<file path="config.mk">
export PLATFORM = sky130hd
export DESIGN_NAME = fcs_command_sequencer
export DESIGN_NICKNAME = d
export VERILOG_FILES = /design/src/core/fcs_pkg.sv /design/src/core/fcs_command_sequencer.sv /design/src/core/fcs_op_timer.sv
export SDC_FILE = /design/constraint.sdc
export NUM_CORES = 1
export LEC_CHECK = 0
export BUFFER_PORTS_ARGS = -buffer_cell sky130_fd_sc_hd__buf_2
export CAP_MARGIN = 40
export CORE_MARGIN = 1.5
export CORE_UTILIZATION = 39
export DETAILED_ROUTE_END_ITERATION = 7
export GPL_ROUTABILITY_DRIVEN = 0
export PLACE_DENSITY = 0.67
export SKIP_CTS_REPAIR_TIMING = 1
export SKIP_LAST_GASP = 1
export SLEW_MARGIN = 20
export SYNTH_ARGS = -nofsm -noshare
export SYNTH_HDL_FRONTEND = slang
export SYNTH_SLANG_ARGS = --single-unit
</file>
<file path="constraint.sdc">
create_clock -name core_clk -period 3.7 [get_ports core_clk]
set_clock_uncertainty 0.15 [all_clocks]
set_input_delay 0.74 -clock core_clk [delete_from_list [all_inputs] [get_ports core_clk]]
set_output_delay 0.74 -clock core_clk [all_outputs]
set_load 0.01 [all_outputs]
</file>
<file path="src/core/fcs_pkg.sv">
// Shared constants and types of the flash command sequencer
package fcs_pkg;
    // Array geometry defaults
    localparam int NUM_PART = 8;
    localparam int BUF_WORDS = 32;

    // Internal operation times and their cycle counts at 100 MHz
    localparam int CLK_PERIOD_NS = 10;
    localparam int PROG_TIME_NS = 1000;
    localparam int ERASE_TIME_NS = 10000;
    localparam int OTP_TIME_NS = 2000;
    localparam int FBW_TIME_NS = 4000;
    localparam int TIMER_W = 16;
    localparam logic [TIMER_W-1:0] PROG_CYC =
        TIMER_W'(PROG_TIME_NS / CLK_PERIOD_NS);
    localparam logic [TIMER_W-1:0] ERASE_CYC =
        TIMER_W'(ERASE_TIME_NS / CLK_PERIOD_NS);
    localparam logic [TIMER_W-1:0] OTP_CYC =
        TIMER_W'(OTP_TIME_NS / CLK_PERIOD_NS);
    localparam logic [TIMER_W-1:0] FBW_CYC =
        TIMER_W'(FBW_TIME_NS / CLK_PERIOD_NS);

    // Command codes
    localparam logic [7:0] CMD_READ_ARRAY = 8'hFF;
    localparam logic [7:0] CMD_PROG_A = 8'h10;
    localparam logic [7:0] CMD_PROG_B = 8'h40;
    localparam logic [7:0] CMD_BUF_SETUP = 8'hE8;
    localparam logic [7:0] CMD_ERASE_SETUP = 8'h20;
    localparam logic [7:0] CMD_FBW_SETUP = 8'h80;
    localparam logic [7:0] CMD_CONFIRM = 8'hD0;
    localparam logic [7:0] CMD_SUSPEND = 8'hB0;
    localparam logic [7:0] CMD_READ_STATUS = 8'h70;
    localparam logic [7:0] CMD_CLEAR_STATUS = 8'h50;
    localparam logic [7:0] CMD_READ_ID = 8'h90;
    localparam logic [7:0] CMD_QUERY = 8'h98;
    localparam logic [7:0] CMD_LOCK_SETUP = 8'h60;
    localparam logic [7:0] CMD_OTP_SETUP = 8'hC0;
    localparam logic [7:0] CMD_LOCK = 8'h01;
    localparam logic [7:0] CMD_LOCKDOWN = 8'h2F;
    localparam logic [7:0] CMD_CFG_SET = 8'h03;

    // Per-partition read modes
    localparam logic [1:0] MODE_ARRAY = 2'h0;
    localparam logic [1:0] MODE_IDENT = 2'h1;
    localparam logic [1:0] MODE_QUERY = 2'h2;
    localparam logic [1:0] MODE_STATUS = 2'h3;

    // Sequencer states, Gray steps in declaration order
    typedef enum logic [4:0] {
        READY = 5'h00, PGM_SETUP = 5'h01, PGM_BUSY = 5'h03,
        PGM_SUSP = 5'h02, BUF_SETUP = 5'h06, BUF_LOAD1 = 5'h07,
        BUF_LOAD2 = 5'h05, BUF_CONFIRM = 5'h04, BUF_BUSY = 5'h0C,
        BUF_SUSP = 5'h0D, ERS_SETUP = 5'h0F, ERS_BUSY = 5'h0E,
        ERS_SUSP = 5'h0A, ES_PGM_SETUP = 5'h0B, ES_PGM_BUSY = 5'h09,
        ES_PGM_SUSP = 5'h08, ES_BUF_SETUP = 5'h18, ES_BUF_LOAD1 = 5'h19,
        ES_BUF_LOAD2 = 5'h1B, ES_BUF_CONFIRM = 5'h1A,
        ES_BUF_BUSY = 5'h1E, ES_BUF_SUSP = 5'h1F, ES_LOCK_SETUP = 5'h1D,
        LOCK_SETUP = 5'h1C, OTP_SETUP = 5'h14, OTP_BUSY = 5'h15,
        FBW_SETUP = 5'h17, FBW_BUSY = 5'h16
    } fcs_state_t;
endpackage

</file>
<file path="src/core/fcs_command_sequencer.sv">
// Command state machine of a multi-partition flash device
`timescale 1ns/10ps
module fcs_command_sequencer #(
    parameter int NUM_PART = fcs_pkg::NUM_PART,
    parameter int BUF_WORDS = fcs_pkg::BUF_WORDS,
    parameter int PART_W = (NUM_PART > 1) ? $clog2(NUM_PART) : 1
) (
    input wire logic core_clk,
    input wire logic reset,
    input wire logic cmdValid,
    input wire logic [15:0] cmdData,
    input wire logic [PART_W-1:0] cmdPart,
    output fcs_pkg::fcs_state_t seqState,
    output logic [2*NUM_PART-1:0] readMode,
    output logic opActive,
    output logic [PART_W-1:0] activePart,
    output logic programSuspended,
    output logic eraseSuspended,
    output logic errSequence,
    output logic errLock
);
    localparam int CW = $clog2(BUF_WORDS) + 1;
    typedef struct packed {
        fcs_pkg::fcs_state_t state;
        logic [CW-1:0] remain;
        logic [PART_W-1:0] actPart;
        logic [PART_W-1:0] ersPart;
        logic [NUM_PART-1:0][1:0] mode;
        logic seqErr;
        logic lockErr;
    } fcs_seq_t;
    fcs_seq_t seq_ff;
    fcs_seq_t nxt_seq;
    logic [7:0] cmdCode;
    logic opStart;
    logic [fcs_pkg::TIMER_W-1:0] opLen;
    logic opDone;
    logic setSeq;
    logic setLock;
    // States in which a write is a command rather than data
    function automatic logic isCmdState(input fcs_pkg::fcs_state_t s);
        return s inside {fcs_pkg::READY, fcs_pkg::PGM_BUSY,
            fcs_pkg::PGM_SUSP, fcs_pkg::BUF_BUSY, fcs_pkg::BUF_SUSP,
            fcs_pkg::ERS_BUSY, fcs_pkg::ERS_SUSP, fcs_pkg::ES_PGM_BUSY,
            fcs_pkg::ES_PGM_SUSP, fcs_pkg::ES_BUF_BUSY,
            fcs_pkg::ES_BUF_SUSP, fcs_pkg::OTP_BUSY, fcs_pkg::FBW_BUSY};
    endfunction
    function automatic logic isLockConfirm(input logic [7:0] c);
        return c inside {fcs_pkg::CMD_LOCK, fcs_pkg::CMD_CONFIRM,
            fcs_pkg::CMD_LOCKDOWN, fcs_pkg::CMD_CFG_SET};
    endfunction
    assign cmdCode = cmdData[7:0];
    // Status view of the registered state
    assign seqState = seq_ff.state;
    assign readMode = seq_ff.mode;
    assign activePart = seq_ff.actPart;
    assign errSequence = seq_ff.seqErr;
    assign errLock = seq_ff.lockErr;
    assign opActive = seq_ff.state inside {fcs_pkg::PGM_BUSY,
        fcs_pkg::BUF_BUSY, fcs_pkg::ERS_BUSY, fcs_pkg::ES_PGM_BUSY,
        fcs_pkg::ES_BUF_BUSY, fcs_pkg::OTP_BUSY, fcs_pkg::FBW_BUSY};
    assign programSuspended = seq_ff.state inside {fcs_pkg::PGM_SUSP,
        fcs_pkg::BUF_SUSP, fcs_pkg::ES_PGM_SUSP, fcs_pkg::ES_BUF_SUSP};
    assign eraseSuspended = seq_ff.state inside {fcs_pkg::ERS_SUSP,
        fcs_pkg::ES_PGM_SETUP, fcs_pkg::ES_PGM_BUSY,
        fcs_pkg::ES_PGM_SUSP, fcs_pkg::ES_BUF_SETUP,
        fcs_pkg::ES_BUF_LOAD1, fcs_pkg::ES_BUF_LOAD2,
        fcs_pkg::ES_BUF_CONFIRM, fcs_pkg::ES_BUF_BUSY,
        fcs_pkg::ES_BUF_SUSP, fcs_pkg::ES_LOCK_SETUP};
    // One shared timer is why only one operation can run at once
    fcs_op_timer #(
        .LEN_W(fcs_pkg::TIMER_W)
    ) uTimer (
        .core_clk(core_clk),
        .reset(reset),
        .start(opStart),
        .len(opLen),
        .hold(programSuspended || seq_ff.state == fcs_pkg::ERS_SUSP),
        .done(opDone)
    );
    // Next-state decode; read mode is never consulted here
    always_comb begin
        nxt_seq = seq_ff;
        opStart = 1'b0;
        opLen = fcs_pkg::PROG_CYC;
        setSeq = 1'b0;
        setLock = 1'b0;
        if (cmdValid && isCmdState(seq_ff.state)) begin
            case (cmdCode)
                fcs_pkg::CMD_READ_ARRAY:
                    nxt_seq.mode[cmdPart] = fcs_pkg::MODE_ARRAY;
                fcs_pkg::CMD_READ_ID:
                    nxt_seq.mode[cmdPart] = fcs_pkg::MODE_IDENT;
                fcs_pkg::CMD_QUERY:
                    nxt_seq.mode[cmdPart] = fcs_pkg::MODE_QUERY;
                fcs_pkg::CMD_READ_STATUS:
                    nxt_seq.mode[cmdPart] = fcs_pkg::MODE_STATUS;
                default: ;
            endcase
        end
        unique case (seq_ff.state)
            fcs_pkg::READY: if (cmdValid) begin
                nxt_seq.actPart = cmdPart;
                case (cmdCode)
                    fcs_pkg::CMD_PROG_A, fcs_pkg::CMD_PROG_B:
                        nxt_seq.state = fcs_pkg::PGM_SETUP;
                    fcs_pkg::CMD_BUF_SETUP: nxt_seq.state = fcs_pkg::BUF_SETUP;
                    fcs_pkg::CMD_ERASE_SETUP: begin
                        nxt_seq.state = fcs_pkg::ERS_SETUP;
                        nxt_seq.ersPart = cmdPart;
                    end
                    fcs_pkg::CMD_FBW_SETUP: nxt_seq.state = fcs_pkg::FBW_SETUP;
                    fcs_pkg::CMD_LOCK_SETUP:
                        nxt_seq.state = fcs_pkg::LOCK_SETUP;
                    fcs_pkg::CMD_OTP_SETUP: nxt_seq.state = fcs_pkg::OTP_SETUP;
                    default: nxt_seq.actPart = seq_ff.actPart;
                endcase
            end
            fcs_pkg::LOCK_SETUP, fcs_pkg::ES_LOCK_SETUP: if (cmdValid) begin
                nxt_seq.state = (seq_ff.state == fcs_pkg::LOCK_SETUP) ?
                    fcs_pkg::READY : fcs_pkg::ERS_SUSP;
                setLock = !isLockConfirm(cmdCode);
            end
            fcs_pkg::OTP_SETUP: if (cmdValid) begin
                nxt_seq.state = fcs_pkg::OTP_BUSY;
                opStart = 1'b1;
                opLen = fcs_pkg::OTP_CYC;
            end
            fcs_pkg::PGM_SETUP, fcs_pkg::ES_PGM_SETUP: if (cmdValid) begin
                nxt_seq.state = (seq_ff.state == fcs_pkg::PGM_SETUP) ?
                    fcs_pkg::PGM_BUSY : fcs_pkg::ES_PGM_BUSY;
                opStart = 1'b1;
            end
            fcs_pkg::BUF_SETUP, fcs_pkg::ES_BUF_SETUP: if (cmdValid) begin
                // Count field holds words minus one
                nxt_seq.remain = CW'(cmdData[CW-2:0]) + CW'(1);
                nxt_seq.state = (seq_ff.state == fcs_pkg::BUF_SETUP) ?
                    fcs_pkg::BUF_LOAD1 : fcs_pkg::ES_BUF_LOAD1;
            end
            fcs_pkg::BUF_LOAD1, fcs_pkg::BUF_LOAD2: if (cmdValid) begin
                nxt_seq.remain = seq_ff.remain - CW'(1);
                nxt_seq.state = (seq_ff.remain == CW'(1)) ?
                    fcs_pkg::BUF_CONFIRM : fcs_pkg::BUF_LOAD2;
            end
            fcs_pkg::ES_BUF_LOAD1, fcs_pkg::ES_BUF_LOAD2: if (cmdValid) begin
                nxt_seq.remain = seq_ff.remain - CW'(1);
                nxt_seq.state = (seq_ff.remain == CW'(1)) ?
                    fcs_pkg::ES_BUF_CONFIRM : fcs_pkg::ES_BUF_LOAD2;
            end
            fcs_pkg::BUF_CONFIRM, fcs_pkg::ES_BUF_CONFIRM,
            fcs_pkg::ERS_SETUP, fcs_pkg::FBW_SETUP: if (cmdValid) begin
                opStart = (cmdCode == fcs_pkg::CMD_CONFIRM);
                setSeq = !opStart;
                unique case (seq_ff.state)
                    fcs_pkg::BUF_CONFIRM: nxt_seq.state = opStart ?
                        fcs_pkg::BUF_BUSY : fcs_pkg::READY;
                    fcs_pkg::ES_BUF_CONFIRM: begin
                        nxt_seq.state = opStart ?
                            fcs_pkg::ES_BUF_BUSY : fcs_pkg::ERS_SUSP;
                        nxt_seq.actPart = opStart ?
                            seq_ff.actPart : seq_ff.ersPart;
                    end
                    fcs_pkg::ERS_SETUP: begin
                        nxt_seq.state = opStart ?
                            fcs_pkg::ERS_BUSY : fcs_pkg::READY;
                        opLen = fcs_pkg::ERASE_CYC;
                    end
                    fcs_pkg::FBW_SETUP: begin
                        nxt_seq.state = opStart ?
                            fcs_pkg::FBW_BUSY : fcs_pkg::READY;
                        opLen = fcs_pkg::FBW_CYC;
                    end
                endcase
            end
            // Completion beats a suspend arriving in the same cycle
            fcs_pkg::PGM_BUSY, fcs_pkg::BUF_BUSY, fcs_pkg::ERS_BUSY:
                if (opDone) begin
                nxt_seq.state = fcs_pkg::READY;
            end else if (cmdValid && cmdCode == fcs_pkg::CMD_SUSPEND) begin
                nxt_seq.state = (seq_ff.state == fcs_pkg::PGM_BUSY) ?
                    fcs_pkg::PGM_SUSP : (seq_ff.state == fcs_pkg::BUF_BUSY) ?
                    fcs_pkg::BUF_SUSP : fcs_pkg::ERS_SUSP;
            end
            fcs_pkg::ES_PGM_BUSY, fcs_pkg::ES_BUF_BUSY: if (opDone) begin
                nxt_seq.state = fcs_pkg::ERS_SUSP;
                nxt_seq.actPart = seq_ff.ersPart;
            end else if (cmdValid && cmdCode == fcs_pkg::CMD_SUSPEND) begin
                nxt_seq.state = (seq_ff.state == fcs_pkg::ES_PGM_BUSY) ?
                    fcs_pkg::ES_PGM_SUSP : fcs_pkg::ES_BUF_SUSP;
            end
            fcs_pkg::OTP_BUSY, fcs_pkg::FBW_BUSY: if (opDone) begin
                nxt_seq.state = fcs_pkg::READY;
            end
            // Suspended writes resume on confirm only
            fcs_pkg::PGM_SUSP, fcs_pkg::BUF_SUSP, fcs_pkg::ES_PGM_SUSP,
            fcs_pkg::ES_BUF_SUSP:
                if (cmdValid && cmdCode == fcs_pkg::CMD_CONFIRM) begin
                unique case (seq_ff.state)
                    fcs_pkg::PGM_SUSP: nxt_seq.state = fcs_pkg::PGM_BUSY;
                    fcs_pkg::BUF_SUSP: nxt_seq.state = fcs_pkg::BUF_BUSY;
                    fcs_pkg::ES_PGM_SUSP:
                        nxt_seq.state = fcs_pkg::ES_PGM_BUSY;
                    fcs_pkg::ES_BUF_SUSP:
                        nxt_seq.state = fcs_pkg::ES_BUF_BUSY;
                endcase
            end
            fcs_pkg::ERS_SUSP: if (cmdValid) begin
                case (cmdCode)
                    fcs_pkg::CMD_PROG_A, fcs_pkg::CMD_PROG_B: begin
                        nxt_seq.state = fcs_pkg::ES_PGM_SETUP;
                        nxt_seq.actPart = cmdPart;
                    end
                    fcs_pkg::CMD_BUF_SETUP: begin
                        nxt_seq.state = fcs_pkg::ES_BUF_SETUP;
                        nxt_seq.actPart = cmdPart;
                    end
                    fcs_pkg::CMD_LOCK_SETUP:
                        nxt_seq.state = fcs_pkg::ES_LOCK_SETUP;
                    // Nested work may reuse the timer, so erase restarts
                    fcs_pkg::CMD_CONFIRM: begin
                        nxt_seq.state = fcs_pkg::ERS_BUSY;
                        opStart = 1'b1;
                        opLen = fcs_pkg::ERASE_CYC;
                    end
                    default: ;
                endcase
            end
            default: nxt_seq.state = fcs_pkg::READY;
        endcase
        // Flags: a same-cycle set wins over the clear
        if (cmdValid && isCmdState(seq_ff.state) &&
            cmdCode == fcs_pkg::CMD_CLEAR_STATUS) begin
            nxt_seq.seqErr = 1'b0;
            nxt_seq.lockErr = 1'b0;
        end
        nxt_seq.seqErr = nxt_seq.seqErr || setSeq;
        nxt_seq.lockErr = nxt_seq.lockErr || setLock;
    end
    // Reset returns to ready with clean flags and array reads
    always_ff @(posedge core_clk) begin
        if (reset) begin
            seq_ff <= '0;
            seq_ff.state <= fcs_pkg::READY;
            seq_ff.mode <= {NUM_PART{fcs_pkg::MODE_ARRAY}};
        end else begin
            seq_ff <= nxt_seq;
        end
    end
endmodule

</file>
<file path="src/core/fcs_op_timer.sv">
// Duration counter standing in for the internal operation sequencer
`timescale 1ns/10ps
module fcs_op_timer #(
    parameter int LEN_W = fcs_pkg::TIMER_W
) (
    input wire logic core_clk,
    input wire logic reset,
    input wire logic start,
    input wire logic [LEN_W-1:0] len,
    input wire logic hold,
    output logic done
);
    typedef struct packed {
        logic [LEN_W-1:0] count;
    } fcs_tmr_t;

    fcs_tmr_t tmr_ff;
    fcs_tmr_t nxt_tmr;

    // Last count fires once; a hold freezes it for suspend
    assign done = (tmr_ff.count == LEN_W'(1)) && !hold && !start;

    // Reload on start, otherwise count down while not held
    always_comb begin
        nxt_tmr = tmr_ff;
        if (start) begin
            nxt_tmr.count = len;
        end else if (!hold && tmr_ff.count != '0) begin
            nxt_tmr.count = tmr_ff.count - LEN_W'(1);
        end
    end

    always_ff @(posedge core_clk) begin
        if (reset) begin
            tmr_ff <= '0;
        end else begin
            tmr_ff <= nxt_tmr;
        end
    end
endmodule

</file>
### Word-level counts from Yosys, hierarchy flattened

Index checks and enable logic that the tools add are counted.
W data, S select, Z words.

* register bits: 51
* bits in latches: 0
* memory bits (writable): 0
* memory bits (read-only): 0
* logic and storage cells: 204
* memories kept: 0

* $add $sub $neg: 3
* $mul: 0
* div/mod/pow operators: 0
* order comparisons: 2
* eq/ne operators: 66
* shift-type cells: 0
* multiplexer cells: 64
* bitwise operators: 9
* reduce and logical (&&, ||, !) cells: 45

Operator list (count)
* $mux W5: 16
* $pmux W5 S13: 1
* $eq A8 B8 Y1 const B: 8
* $pmux W16 S4: 1
* $eq A5 B5 Y1 const B: 12
* $pmux W5 S4: 3
* $eq A5 B4 Y1 const B: 8
* $mux W11: 3
* $eq A8 B7 Y1 const B: 4
* $mux W16: 2
* $ne A2 B2 Y1 const B: 16
* $mux W10: 3
* $pmux W10 S3: 1
* $pmux W5 S6: 1
* $mux W3: 9
* $eq A5 B3 Y1 const B: 4
* $mux W4: 5
* $pmux W10 S2: 1
* $pmux W6 S3: 1
* $and A16 B16 Y16: 1
* $and A8 B8 Y8: 2
* $eq A16 B1 Y1 const B: 1
* $eq A8 B6 Y1 const B: 2
* $not A16 Y16: 1
* other kinds (44): 83

### Longest topological paths before layout

* word-level depth: 8
* depth in mapped cells: 12
* depth with buffers taken out: 9

### Hierarchy

Synthesis repeated with hierarchy kept, for this count alone.

* cells, all modules: 603
* area, all modules: 4381.7 µm²

By module, submodules not included
* fcs_command_sequencer: times used 1, cells each 469, area each 3326.9 µm², sequential area each 700.7 µm²
* fcs_op_timer: times used 1, cells each 134, area each 1054.8 µm², sequential area each 320.3 µm²

### Worst setup path before layout

Ideal clock, no wire load.

* kind: input -> register
* start: input port cmdData[0]
* end: register seq_ff (netlist bit seqState[1])
* library setup time: 0.083 ns
* data arrival time: 2.626 ns
* data required time: 3.467 ns
* setup slack: 0.841 ns
* stages: 11
* buffers on the path: 2
* path through: inv_1 ha_1 nand4bb_1 or3_1 clkbuf_1 a31oi_1 o21ai_1 buf_2 a2111oi_0 a211oi_1 o221ai_1

* word-level cells in the longest chain between the ends: 8
* elaborated cells on any way between the ends: 36
* classes of those cells: eq/ne: 15; mux: 15; reduce/logical: 6

RTL lines
* from (decl): RTL line fcs_command_sequencer.sv:11 `input wire logic [15:0] cmdData,`
* $eq A8 B8 Y1: RTL line fcs_command_sequencer.sv:152, fcs_command_sequencer.sv:197, fcs_command_sequencer.sv:208
* $mux W1: RTL line fcs_command_sequencer.sv:208 `case (cmdCode)`
* $mux W1: RTL line fcs_command_sequencer.sv:207 `fcs_pkg::ERS_SUSP: if (cmdValid) begin`
* $pmux W1 S3: RTL line fcs_command_sequencer.sv:101 `unique case (seq_ff.state)`
* $logic_not A1 Y1: RTL line fcs_op_timer.sv:21 `assign done = (tmr_ff.count == LEN_W'(1)) && !hold && !start;`
* $logic_and A1 B1 Y1: RTL line fcs_op_timer.sv:21
* $ne A3 B3 Y1 (no source line) (tied with other cells)
* $reduce_and A15 Y1 (no source line) / $pmux W5 S13 (equally long branches)
* to (signal assigned): RTL line fcs_command_sequencer.sv:246 `seq_ff <= nxt_seq;`
* to (decl): RTL line fcs_command_sequencer.sv:32 `fcs_seq_t seq_ff;`

Parallel ways exist; a longest one is shown, timed or not. The select of a mux whose other input is x is not followed.
A chain may end at the register's enable or synchronous reset.

### Worst setup path after layout

* start: register seq_ff (netlist bit seqState[0])
* end: output port opActive

* word-level cells in the longest chain between the ends: 2
* elaborated cells on any way between the ends: 8
* classes of those cells: eq/ne: 7; reduce/logical: 1

RTL lines
* $eq A5 B2 Y1 (tied with other cells): RTL line fcs_command_sequencer.sv:59 `assign opActive = seq_ff.state inside {fcs_pkg::PGM_BUSY,`
* $reduce_bool A7 Y1 *: RTL line fcs_command_sequencer.sv:59
* to (decl): RTL line fcs_command_sequencer.sv:15 `output logic opActive,`

Mark *: on every way between the ends. The rest lies on a longest branch, timed or not.

==> impl_metrics.py <==
metrics = {
    "cts": {
        "h-tree-depth": 2,
        "cts_made_buffers": 5,
        "clockBufferDepth": 2,
        "cts_root_buffer": "clkbuf_8",
        "clk_pin_slew_ns": 0.09,
        "cts_tree": "yes",
        "cts.sinks": 51,
        "worstSkewPairLatency_ns": 0.31,
    },
    "floorplan": {
        "die_h_um": 105,
        "start_util": 0.398,
        "core-area_mm2": 0.0102,
        "ios": 51,
        "die_x_um": 105,
        "num_rows": 37,
        "dieArea_mm2": 0.0110,
    },
    "flow_run": {
        "max-cap-violations": 0,
    },
    "layout": {
        "drive_gt1_frac": 0.141,
        "nets": 574,
        "layout_common_cells": "nor2_1 (59), dfxtp_1 (51), buf_2 (42), nand2_1 (39), o21ai_0 (31)",
        "antenna_cells": 0,
        "final_common_cell": "nor2_1",
        "areaGrowthSynthToFinish_pct": 6.33,
    },
    "timing": {
        "worst_pin_slew_ns": 0.739,
        "timing.final.hold_violations": 0,
        "slew_viol_final": 0,
        "rsz0062_at_grt": "false",
        "setup_viol": 0,
        "tns_ns": 0,
        "max_slew_margin": 0.494,
        "period_share": 0.837,
        "fmax_mhz": 323,
        "min_period_ns": 3.10,
    },
    "synth": {
        "yosys.area.top_type": "dfxtp_1",
        "syn-num-nets": 574,
        "synth_top_family_by_area": "simple AND/OR/NAND/NOR gates",
        "synth-adder-area-share": 0.0247,
        "syn_inst": 544,
        "synth_mux_area_frac": 0.0469,
        "synth_area_mm2": 0.00405,
        "synth-edff-count": 0,
        "syn_avg_cell_area_um2": 7.45,
        "async_flop_share": 0,
        "yosysSeqAreaShare": 0.252,
        "synth-compound-area-share": 0.226,
        "ys_warn_count": 0,
        "synth_seq_cells": 51,
        "ys_top_cells_by_area": "dfxtp_1 (25%), nor2_1 (5.5%), mux2i_1 (4.7%), buf_4 (4.4%), o21ai_0 (3.8%)",
        "yosys.cell_types.count": 69,
        "synth_simple_gate_area_share": 0.304,
        "synthXorXnorAreaFrac": 0.0410,
        "synth_top_area_share": 0.252,
        "ys.flop_type": "dfxtp_1",
    },
    "route": {
        "routedWlPerCell_um": 16.0,
        "drt_iter0_drc": 531,
        "ant_nets": 0,
        "drt-vias-per-instance": 5.89,
        "wirelength_um": 10900,
        "dr_total_vias": 4010,
        "drt_pre_antenna_iters": 6,
        "drcViolationCount": 0,
    },
    "grt": {
        "antenna_found_initial": 0,
        "grt_pass1_vias": 3655,
        "grt_pass1_wl_um": 18100,
        "grt.overflow.total": 0,
        "grt_max_degree": 29,
        "grt.total_usage": 0.198,
    },
    "critical_path": {
        "r2r-end": "seqState[4]$_SDFFE_PP0P_",
        "regToRegStartpoint": "seqState[2]$_SDFFE_PP0P_",
        "crit_arrival_ns": 2.21,
        "worst_r2r_path_depth": 8,
        "start_kind": "flip-flop",
        "worstSetupEndpointType": "output port",
        "critPathMaxFanout": 18,
        "crit_required_ns": 2.81,
        "rrSetupSlack_ns": 0.72,
        "crit_type": "reg -> out",
    },
    "hold_path": {
        "hp-class": "reg -> reg",
        "whs_path_depth": 2,
        "min_to": "readMode[0]$_SDFFE_PP0P_",
        "hp-start": "readMode[0]$_SDFFE_PP0P_",
    },
    "status": {
        "outcome": "finished clean",
    },
    "power_and_ir_drop": {
        "leakage_nw": 1.78,
        "total_power_w": 0.00157,
        "ir_worst_vdd_mv": 0.212,
        "powerDensity_mw_per_mm2": 365,
    },
    "place": {
        "port_buffers": 42,
        "dp_hpwl_um": 8060,
    },
}
synthesized netlist by cell type, types with 3 or more instances:
| master | n |
|---|---|
| inv_1 | 17 |
| dfxtp_1 | 51 |
| and4b_1 | 3 |
| xor2_1 | 7 |
| and2_1 | 6 |
| o21ai_0 | 31 |
| nor2_1 | 59 |
| nand2b_1 | 17 |
| or4_1 | 4 |
| a311oi_1 | 4 |
| nand2_1 | 39 |
| nand3b_1 | 8 |
| xnor2_1 | 12 |
| mux2i_1 | 19 |
| a21oi_1 | 25 |
| buf_4 | 24 |
| o221ai_1 | 5 |
| o22ai_1 | 6 |
| buf_2 | 16 |
| nor2b_1 | 10 |
| o31ai_1 | 5 |
| a31oi_1 | 4 |
| a221oi_1 | 6 |
| buf_1 | 3 |
| o211ai_1 | 5 |
| nor3b_1 | 3 |
| ha_1 | 8 |
| or3_1 | 10 |
| and3_1 | 3 |
| a22oi_1 | 5 |
| a211oi_1 | 10 |
| nor3_1 | 21 |
| nand3_1 | 17 |
| nand4_1 | 7 |
| nor4_1 | 9 |
| o32ai_1 | 3 |
| clkbuf_1 | 20 |
metrics by stage:
step	util	hold slack (ns)	worst slack, ns	area (um2)	std cells
after global placement	0.411	0.299	0.495	4190	673
after CTS	0.423	0.318	0.654	4310	681
after global routing	0.423	0.345	0.447	4310	681
after detailed placement	0.411	0.304	0.457	4190	673
after floorplan	-	0.284	0.841	4050	544
final	0.423	0.319	0.605	4310	681
sequential cells by signal (all words and copies together), names as in the netlist:
name / count
readMode: 16
seq_ff: 9
errLock: 1
errSequence: 1
seqState: 5
activePart: 3
uTimer.tmr_ff: 16
metal layers:
metal,vias to the layer above,share of wire,track usage
li1,1952,-,-
met1,1863,0.45,0.278
met2,176,0.45,0.318
met3,19,0.075,0.0262
met4,0,0.017,0.0538
met5,-,0,0
critical path, cell delays in order (launching register included):
cell	delay [ns]
dfxtp_1	0.71
clkinv_1	0.44
nand2_1	0.24
o211ai_1	0.12
o211ai_1	0.11
o21ai_0	0.12
buf_2	0.16
worst max path at each step:
stage                              from                        to  slack (ns)  depth (start not counted)
2_1_floorplan                cmdData[0]  seqState[1]$_SDFFE_PP0P_        0.84                         11
3_3_place_gp                 cmdData[0]  seqState[4]$_SDFFE_PP0P_        0.50                         10
3_5_place_dp                 cmdData[0]  seqState[4]$_SDFFE_PP0P_        0.46                         10
4_1_cts        seqState[0]$_SDFFE_PP0P_                  opActive        0.65                          6
5_1_grt        seqState[0]$_SDFFE_PP0P_                  opActive        0.45                          6
6_report       seqState[0]$_SDFFE_PP0P_                  opActive        0.60                          6
power by group:
part / leakage [nW] / switching (W) / total (W) / internal, W
Clock: 0.0618 / 0.000191 / 0.000414 / 0.000223
Sequential: 0.414 / 0.0000590 / 0.000659 / 0.000600
Combinational: 1.31 / 0.000280 / 0.000500 / 0.000220
Total: 1.78 / 0.000530 / 0.00157 / 0.00104
cell type report:
class,instances,area (um2)
multi-input combinational,410,2600
sequential,51,1020
timing repair buffer,57,323
clock inverter,2,38.8
fill,1065,5870
inverter,19,71.3
tap,136,170
clock buffer,6,82.6
logic make-up (layout without fill, tap and decap cells):
| group | count (synthesis) | count (layout) |
|---|---|---|
| XOR/XNOR | 19 | 19 |
| AO/OA/AOI/OAI | 134 | 134 |
| buffers and inverters | 83 | 84 |
| AND/OR/NAND/NOR | 230 | 230 |
| flip-flops | 51 | 51 |
| adder cells (fa/ha/maj) | 8 | 8 |
| multiplexers | 19 | 19 |
Power figures use the tool's default switching activity.
